$ cat src/ebi_pkg.sv
package ebi_pkg;

  // --------------------------------------------------------------------
  // clock modes of the processor
  // --------------------------------------------------------------------
  typedef enum logic [2:0] {
    EBI_MODE_13 = 3'h0,
    EBI_MODE_18 = 3'h1,
    EBI_MODE_36 = 3'h2,
    EBI_MODE_49 = 3'h3,
    EBI_MODE_74 = 3'h4
  } ebi_mode_type;

  // --------------------------------------------------------------------
  // bus cycle states, one-hot
  // --------------------------------------------------------------------
  typedef enum logic [2:0] {
    EBI_ST_IDLE   = 3'h1,
    EBI_ST_ACCESS = 3'h2,
    EBI_ST_DONE   = 3'h4
  } ebi_state_type;

  // --------------------------------------------------------------------
  // widths and counts
  // --------------------------------------------------------------------
  localparam int unsigned EBI_NUM_SEL      = 6;
  localparam int unsigned EBI_LOW_SEL      = 4;
  localparam int unsigned EBI_ADDR_W       = 28;
  localparam int unsigned EBI_ADDR_LOW_W   = 15;
  localparam int unsigned EBI_DATA_W       = 32;
  localparam int unsigned EBI_WAIT_W       = 4;
  // mclk cycles of an access before ready and data pins show it
  localparam logic [1:0]  EBI_SETTLE       = 2'h3;

  // --------------------------------------------------------------------
  // fixed expansion clock rate, generated by a phase accumulator
  // --------------------------------------------------------------------
  localparam longint unsigned EBI_MCLK_KHZ  = 64'd50000;
  localparam longint unsigned EBI_FIXED_KHZ = 64'd36864;
  localparam logic [31:0] EBI_NCO_INC =
    32'((EBI_FIXED_KHZ << 32) / EBI_MCLK_KHZ);

  // --------------------------------------------------------------------
  // reset values
  // --------------------------------------------------------------------
  localparam logic [EBI_NUM_SEL-1:0] EBI_SEL_RST  = 6'h3f;
  localparam logic [31:0]            EBI_NCO_RST  = 32'h0;
  localparam logic [1:0]             EBI_SYNC_RST = 2'h0;

endpackage

$ cat src/ebi_expansion_bus.sv
`timescale 1ns/1ns
// Notes on behaviour
// - four active-low selects, each low only during accesses to its own region 0..3.
// - two more active-low selects for regions 4 and 5, usable for expansion or a card controller.
// - a slow peripheral holds ready low and the device keeps the cycle open meanwhile.
// - the direction output is low through reads and high through writes.
// - the word output is high for 32-bit transfers and low for byte transfers.
// - the half-word flag is high when the access targets the upper 16 bits.
// - in 18 MHz mode the expansion clock follows the CPU clock.
// - in 36, 49 and 74 MHz modes the expansion clock is a fixed 18.432 MHz, toggling at the 36.864 MHz rate.
// - in 13 MHz mode the expansion clock pin is an input and is never driven.
// - address bits 0..14 and the upper bits go out on the address pins during cycles.
// - the shared output enable is low during expansion reads.
// - the shared write enable is low during expansion writes.
// - in standby all address and data lines are driven low.
module ebi_expansion_bus (
  input  wire logic                      mclk_i,
  input  wire logic                      rstn_i,
  input  wire logic [2:0]                cpu_mode_i,
  input  wire logic                      cpu_tick_i,
  input  wire logic                      standby_i,
  input  wire logic [3:0]                wait_states_i,
  input  wire logic                      req_valid_i,
  output logic                           req_ready_o,
  input  wire logic [2:0]                req_region_i,
  input  wire logic                      req_write_i,
  input  wire logic                      req_word_i,
  input  wire logic                      req_upper_i,
  input  wire logic [27:0]               req_addr_i,
  input  wire logic [31:0]               req_wdata_i,
  output logic                           resp_valid_o,
  output logic [31:0]                    resp_rdata_o,
  output logic [3:0]                     expansion_select_low_group_n_o,
  output logic [1:0]                     expansion_select_high_group_n_o,
  input  wire logic                      expansion_cycle_ready_i,
  output logic                           expansion_cycle_ready_o,
  output logic                           expansion_cycle_ready_oe_n_o,
  output logic                           write_dir_o,
  output logic                           word_access_o,
  output logic                           upper_half_flag_o,
  input  wire logic                      expansion_bus_clock_i,
  output logic                           expansion_bus_clock_o,
  output logic                           expansion_bus_clock_oe_n_o,
  output logic [14:0]                    addr_low_o,
  output logic [12:0]                    addr_high_o,
  input  wire logic [31:0]               data_i,
  output logic [31:0]                    data_o,
  output logic                           data_oe_n_o,
  output logic                           shared_output_enable_n_o,
  output logic                           shared_write_enable_n_o
);

  // --------------------------------------------------------------------
  // pin synchronisers
  // --------------------------------------------------------------------
  logic [1:0]  rdy_sync_q;
  logic [1:0]  xclk_sync_q;
  logic        xclk_prev_q;
  logic [31:0] din_s1_q;
  logic [31:0] din_s2_q;

  always_ff @(posedge mclk_i or negedge rstn_i) begin
    if (!rstn_i) begin
      rdy_sync_q  <= ebi_pkg::EBI_SYNC_RST;
      xclk_sync_q <= ebi_pkg::EBI_SYNC_RST;
      xclk_prev_q <= 1'b0;
      din_s1_q    <= 32'h0;
      din_s2_q    <= 32'h0;
    end else begin
      rdy_sync_q  <= {rdy_sync_q[0], expansion_cycle_ready_i};
      xclk_sync_q <= {xclk_sync_q[0], expansion_bus_clock_i};
      xclk_prev_q <= xclk_sync_q[1];
      din_s1_q    <= data_i;
      din_s2_q    <= din_s1_q;
    end
  end

  // --------------------------------------------------------------------
  // expansion clock source selection
  // --------------------------------------------------------------------
  logic [31:0] nco_q;
  logic [32:0] nco_sum;
  logic        xclk_q;
  logic        mode_ext;
  logic        mode_cpu;
  logic        exp_tick;
  logic        exp_rise;

  assign mode_ext = cpu_mode_i == ebi_pkg::EBI_MODE_13;
  assign mode_cpu = cpu_mode_i == ebi_pkg::EBI_MODE_18;
  assign nco_sum  = {1'b0, nco_q} + {1'b0, ebi_pkg::EBI_NCO_INC};
  // toggle source: cpu tick or fixed-rate accumulator carry
  assign exp_tick = mode_cpu ? cpu_tick_i : nco_sum[32];
  // rising edge of the expansion clock, own or external
  assign exp_rise = mode_ext ? (xclk_sync_q[1] & ~xclk_prev_q)
                             : (exp_tick & ~xclk_q);

  always_ff @(posedge mclk_i or negedge rstn_i) begin
    if (!rstn_i) begin
      nco_q  <= ebi_pkg::EBI_NCO_RST;
      xclk_q <= 1'b0;
    end else begin
      nco_q <= nco_sum[31:0];
      if (mode_ext) begin
        xclk_q <= 1'b0;
      end else if (exp_tick) begin
        xclk_q <= ~xclk_q;
      end
    end
  end

  assign expansion_bus_clock_o      = xclk_q;
  assign expansion_bus_clock_oe_n_o = mode_ext;
  // ready is never driven by this end
  assign expansion_cycle_ready_o      = 1'b0;
  assign expansion_cycle_ready_oe_n_o = 1'b1;

  // --------------------------------------------------------------------
  // bus cycle sequencer
  // --------------------------------------------------------------------
  ebi_pkg::ebi_state_type state_q;
  ebi_pkg::ebi_state_type state_d;
  logic [3:0]  wait_q;
  logic [2:0]  region_q;
  logic        write_q;
  logic        word_q;
  logic        upper_q;
  logic [27:0] addr_q;
  logic [31:0] wdata_q;
  logic [31:0] rdata_q;
  logic [1:0]  settle_q;
  logic        take;
  logic        finish;
  logic        active;

  assign req_ready_o = (state_q == ebi_pkg::EBI_ST_IDLE) & ~standby_i;
  assign take        = req_valid_i & req_ready_o & (req_region_i < 3'h6);
  assign active      = state_q == ebi_pkg::EBI_ST_ACCESS;
  // complete only at a rising edge with wait spent and ready high
  assign finish = active & exp_rise & (wait_q == 4'h0) & (settle_q == 2'h0)
                & rdy_sync_q[1];

  always_comb begin
    state_d = state_q;
    unique case (state_q)
      ebi_pkg::EBI_ST_IDLE: begin
        if (take) begin
          state_d = ebi_pkg::EBI_ST_ACCESS;
        end
      end
      ebi_pkg::EBI_ST_ACCESS: begin
        if (finish) begin
          state_d = ebi_pkg::EBI_ST_DONE;
        end
      end
      ebi_pkg::EBI_ST_DONE: begin
        state_d = ebi_pkg::EBI_ST_IDLE;
      end
      default: begin
        state_d = ebi_pkg::EBI_ST_IDLE;
      end
    endcase
  end

  always_ff @(posedge mclk_i or negedge rstn_i) begin
    if (!rstn_i) begin
      state_q <= ebi_pkg::EBI_ST_IDLE;
    end else begin
      state_q <= state_d;
    end
  end

  // request fields latched once so outputs hold through the cycle
  always_ff @(posedge mclk_i or negedge rstn_i) begin
    if (!rstn_i) begin
      region_q <= 3'h0;
      write_q  <= 1'b0;
      word_q   <= 1'b0;
      upper_q  <= 1'b0;
      addr_q   <= 28'h0;
      wdata_q  <= 32'h0;
    end else if (take) begin
      region_q <= req_region_i;
      write_q  <= req_write_i;
      word_q   <= req_word_i;
      upper_q  <= req_upper_i;
      addr_q   <= req_addr_i;
      wdata_q  <= req_wdata_i;
    end
  end

  always_ff @(posedge mclk_i or negedge rstn_i) begin
    if (!rstn_i) begin
      wait_q <= 4'h0;
    end else if (take) begin
      wait_q <= wait_states_i;
    end else if (active && exp_rise && wait_q != 4'h0) begin
      wait_q <= wait_q - 4'h1;
    end
  end

  // ready and data pins lag two flops; no finish until they show the access
  always_ff @(posedge mclk_i or negedge rstn_i) begin
    if (!rstn_i) begin
      settle_q <= 2'h0;
    end else if (take) begin
      settle_q <= ebi_pkg::EBI_SETTLE;
    end else if (active && settle_q != 2'h0) begin
      settle_q <= settle_q - 2'h1;
    end
  end

  always_ff @(posedge mclk_i or negedge rstn_i) begin
    if (!rstn_i) begin
      rdata_q <= 32'h0;
    end else if (finish && !write_q) begin
      rdata_q <= din_s2_q;
    end
  end

  assign resp_valid_o = state_q == ebi_pkg::EBI_ST_DONE;
  assign resp_rdata_o = rdata_q;

  // --------------------------------------------------------------------
  // pin drive
  // --------------------------------------------------------------------
  logic [5:0] sel_n;

  generate
    for (genvar g = 0; g < 6; g++) begin : g_sel
      // one region decoded, so one select at most
      assign sel_n[g] = ~(active & (region_q == 3'(g)));
    end
  endgenerate

  assign expansion_select_low_group_n_o  = sel_n[3:0];
  assign expansion_select_high_group_n_o = sel_n[5:4];
  assign write_dir_o       = write_q;
  assign word_access_o     = word_q;
  assign upper_half_flag_o = upper_q;
  assign shared_output_enable_n_o = ~(active & ~write_q);
  assign shared_write_enable_n_o  = ~(active & write_q);
  // standby forces address and data low and driven
  assign addr_low_o  = standby_i ? 15'h0 : addr_q[14:0];
  assign addr_high_o = standby_i ? 13'h0 : addr_q[27:15];
  assign data_o      = standby_i ? 32'h0 : wdata_q;
  assign data_oe_n_o = ~(standby_i | (active & write_q));
endmodule // ebi_expansion_bus

$ cat config.mk
export PLATFORM = sky130hd
export DESIGN_NAME = ebi_expansion_bus
export DESIGN_NICKNAME = d
export VERILOG_FILES = /design/src/ebi_pkg.sv /design/src/ebi_expansion_bus.sv
export SDC_FILE = /design/constraint.sdc
export NUM_CORES = 1
export LEC_CHECK = 0
export BUFFER_PORTS_ARGS = -buffer_cell sky130_fd_sc_hd__buf_2
export CAP_MARGIN = 20
export CORE_MARGIN = 4
export CORE_UTILIZATION = 47
export CTS_CLUSTER_SIZE = 16
export DETAILED_ROUTE_END_ITERATION = 7
export GPL_TIMING_DRIVEN = 1
export PLACE_DENSITY_LB_ADDON = 0.15
export SLEW_MARGIN = 10
export SYNTH_ARGS = -nofsm -noshare
export SYNTH_HDL_FRONTEND = slang
export SYNTH_SLANG_ARGS = --single-unit
$ cat constraint.sdc
create_clock -name mclk_i -period 2.4 [get_ports mclk_i]
set_input_delay 0.12 -clock mclk_i [delete_from_list [all_inputs] [get_ports mclk_i]]
set_output_delay 0.12 -clock mclk_i [all_outputs]
set_load 0.02 [all_outputs]
==> impl_results.md <==
- Max Slew Vio Count: 0
- Worst Path Max Fanout: 11
- Commonest non-fill, non-tap cell in the layout: buf_2
- Setup_tns: -3.29 ns
- Synthesized instance count: 707
- Pwr/cell area: 749 mW/mm^2
- Worst setup margin: -0.121 ns
- Post-synth EDFFs: 0
- Post-Syn Nets: 822
- Initial core utilization: 0.484
- Die area: 0.0194 mm^2
- Nature of the critical path endpoint: flop
- Worst path required time: 2.78 ns
- Worst Path Arrival: 2.90 ns
- Flops & latches, synth: 209
- Final instance area: 0.0116 mm^2
- Setup violators final: 33
- Startpoint Class: flop
- Final Hold Fails: 0
- Worst slew pin tran: 0.663 ns
- Max Cap Viol: 0
- Outcome: complete, but fails checks
- GRT busiest layer: met2
- Period utilization: 1.05
- Number of distinct library cells after synthesis: 51
- Filler instances: 1236
- RSZ-0062 raised after global routing: yes
- Mapped Area: 0.00812 mm^2
- First-pass GRT wire length: 32500 um
- Iteration-0 DRC Markers: 197
- Total Routed Length: 19800 um
- Max Fclk: 397 MHz
- Ys Warns: 0
- Leakage power: 0.00586 uW
- CP max-delay cell: or3_1
- Clock skew: 0.0138 ns
- Drt drc: 0
- Share of layout cells above drive strength 1: 0.315
- Multi-input logic area: 0.00274 mm^2
- Vias in the first global route: 6308
- Met2 usage: 0.332
- ANT nets after route: 0
- Placed Area: 0.00977 mm^2
- Total grt overflow: 0
- Num CTS Buffers: 22
- # rows: 47
- Vias: 6226
- Most frequent cells in the layout: 218 x buf_2, 209 x nand2_1, 208 x dfrtp_1
- Syn-to-layout area delta: 42.9%
- RePlAce Congestion: 0.779
- Maximum vdd drop: 0.615 mV
- Util after Layout: 0.692
- DRT Pass-1 Iters: 4
- Clock sinks: 209
- Failing checks: setup timing
- Pin count of the biggest net entering global routing: 75
- Post-DP HPWL: 12500 um
- Rel. slew slack: 0.558
- Met3 Use GR: 0.0473
- Die width: 139 um
- Setup WS pre-CTS: -0.168 ns
- DR WL/cell: 15.2 um
- Num ports: 222
- Cell mode on critical path: buf_12
- Tmin final: 2.52 ns
- Die height: 139 um
- Core area: 0.0168 mm^2
- HP Class: in2reg
- Port Buffers: 219
- Max stage delay on crit path: 0.39 ns
- Met1 GRT Util: 0.270
- Synth Flop Type: dfrtp_1
- Total GRT Usage: 0.202
- Mapped Avg Cell Area: 11.5 um^2
- H-tree levels: 1
- Crit Path Class: reg2reg
- Initial antenna violation count: 1
- CTS tree: yes
- Clk slew on worst S/H paths: 0.06 ns
- Clock Latency Late Sink: 0.50 ns
- Vias/cell: 4.77
- Cell Chain, Critical Path: or3_1 > or3_4 > a221o_1 > a211oi_4 > nor4_4 > buf_12 > buf_12 > mux2_4
- Root Driver: clkbuf_16
- Power Total: 8680 uW
- NumNets Final: 1185
- FF/Latch Area: 0.00523 mm^2
- Sequential fraction of the synthesis area: 0.645
- Asr flop ratio synth: 1.00
- Max Buffers Root-to-Sink: 3
==> registers in the layout, indices dropped and copies added (netlist names) <==
name and flops:
xclk_sync_q 2, resp_rdata_o 32, din_s2_q 32, expansion_bus_clock_o 1, upper_half_flag_o 1, word_access_o 1
nco_q 32, settle_q 2, wdata_q 32, region_q 3, rdy_sync_q 2, din_s1_q 32
state_q 3, xclk_prev_q 1, addr_q 28, write_dir_o 1, wait_q 4
==> kinds of logic after synthesis <==
family | count (synthesis) | share of synthesized area
buffers and inverters | 40 | 0.0224
xor gates and xnor gates | 24 | 0.0259
DFF | 209 | 0.645
adders and majority gates | 3 | 0.00463
AOI/OAI and AO/OA | 47 | 0.0408
and+or+nand+nor | 347 | 0.199
muxes | 35 | 0.0623
other | 2 | 0.000925
==> Yosys cell counts, types with 3 or more instances <==
cell type / instances / area, um^2
buf_6: 3 / 33.8
o211ai_1: 4 / 30.0
ha_1: 3 / 37.5
dfrtp_1: 208 / 5200
o21ai_0: 8 / 40.0
nand3_1: 6 / 30.0
a31oi_1: 7 / 43.8
nor2b_1: 64 / 400
nand2b_1: 7 / 43.8
a21oi_1: 6 / 30.0
nor2_1: 23 / 86.3
inv_1: 10 / 37.5
clkbuf_1: 24 / 90.1
or4_1: 3 / 22.5
or3_1: 12 / 75.1
nor3_1: 6 / 30.0
nor3b_1: 3 / 22.5
xnor2_1: 13 / 114
xor2_1: 11 / 96.3
mux2_2: 4 / 45.0
nand2_1: 209 / 785
mux2_4: 30 / 450
o31ai_1: 6 / 45.0
==> worst paths after layout <==
check                      slack (ns)                     to     startpoint  depth (start not counted)
setup reg to reg                -0.12       resp_rdata_o[12]      nco_q[19]                          8
setup / recovery                -0.12       resp_rdata_o[12]      nco_q[19]                          8
min in group asynchronous        0.17        resp_rdata_o[8]         rstn_i                          2
hold / removal                   0.06  expansion_bus_clock_o  cpu_mode_i[1]                          4
hold reg to reg                  0.34           din_s2_q[17]   din_s1_q[17]                          0
max in group asynchronous        1.43             state_q[0]         rstn_i                          3
==> worst max-delay path, delay by kind of cell (launching register included) <==
kind                   cells  cell delay [ns]
multiplexers               1             0.29
AND/OR/NAND/NOR            3             0.83
flip-flops                 1             0.38
AO/OA/AOI/OAI              2             0.59
buffers and inverters      2             0.31
==> area by class of cell <==
type | count | area share
Inverter | 10 | 0.00324
Tap cell | 220 | 0.0237
Clock buffer | 31 | 0.0530
Timing Repair Buffer | 369 | 0.226
Clock inverter | 6 | 0.00594
Sequential cell | 209 | 0.451
Multi-Input combinational cell | 458 | 0.237
Antenna cell | 3 | 0.000647
==> per-layer routing <==
| metal | vias up | part of all wire |
|---|---|---|
| li1 | 3019 | - |
| met1 | 2953 | 0.43 |
| met2 | 208 | 0.48 |
| met3 | 46 | 0.066 |
| met4 | 0 | 0.028 |
| met5 | - | 0 |
==> through the flow <==
stage               hold slack (ns)  std cells
global placement              0.138       1154
finish                       0.0564       1306
CTS                          0.0381       1297
detailed placement            0.141       1154
global route                 0.0416       1304
floorplan                    -0.176        707
==> report_power, final <==
part           switching, uW  internal (uW)
clock network           1310           1890
registers                210           3910
logic                    753            609
==> timing repair <==
action / CTS / global route
endpoints found under the setup margin: 33 / 33
hold buffers: 106 / 0
buffers inserted: 0 / 6
resized for setup: 2 / 4
pin swaps: 1 / 6
endpoints found under the hold margin: 166 / 0
Note: power is estimated with default switching activity, not from simulation.
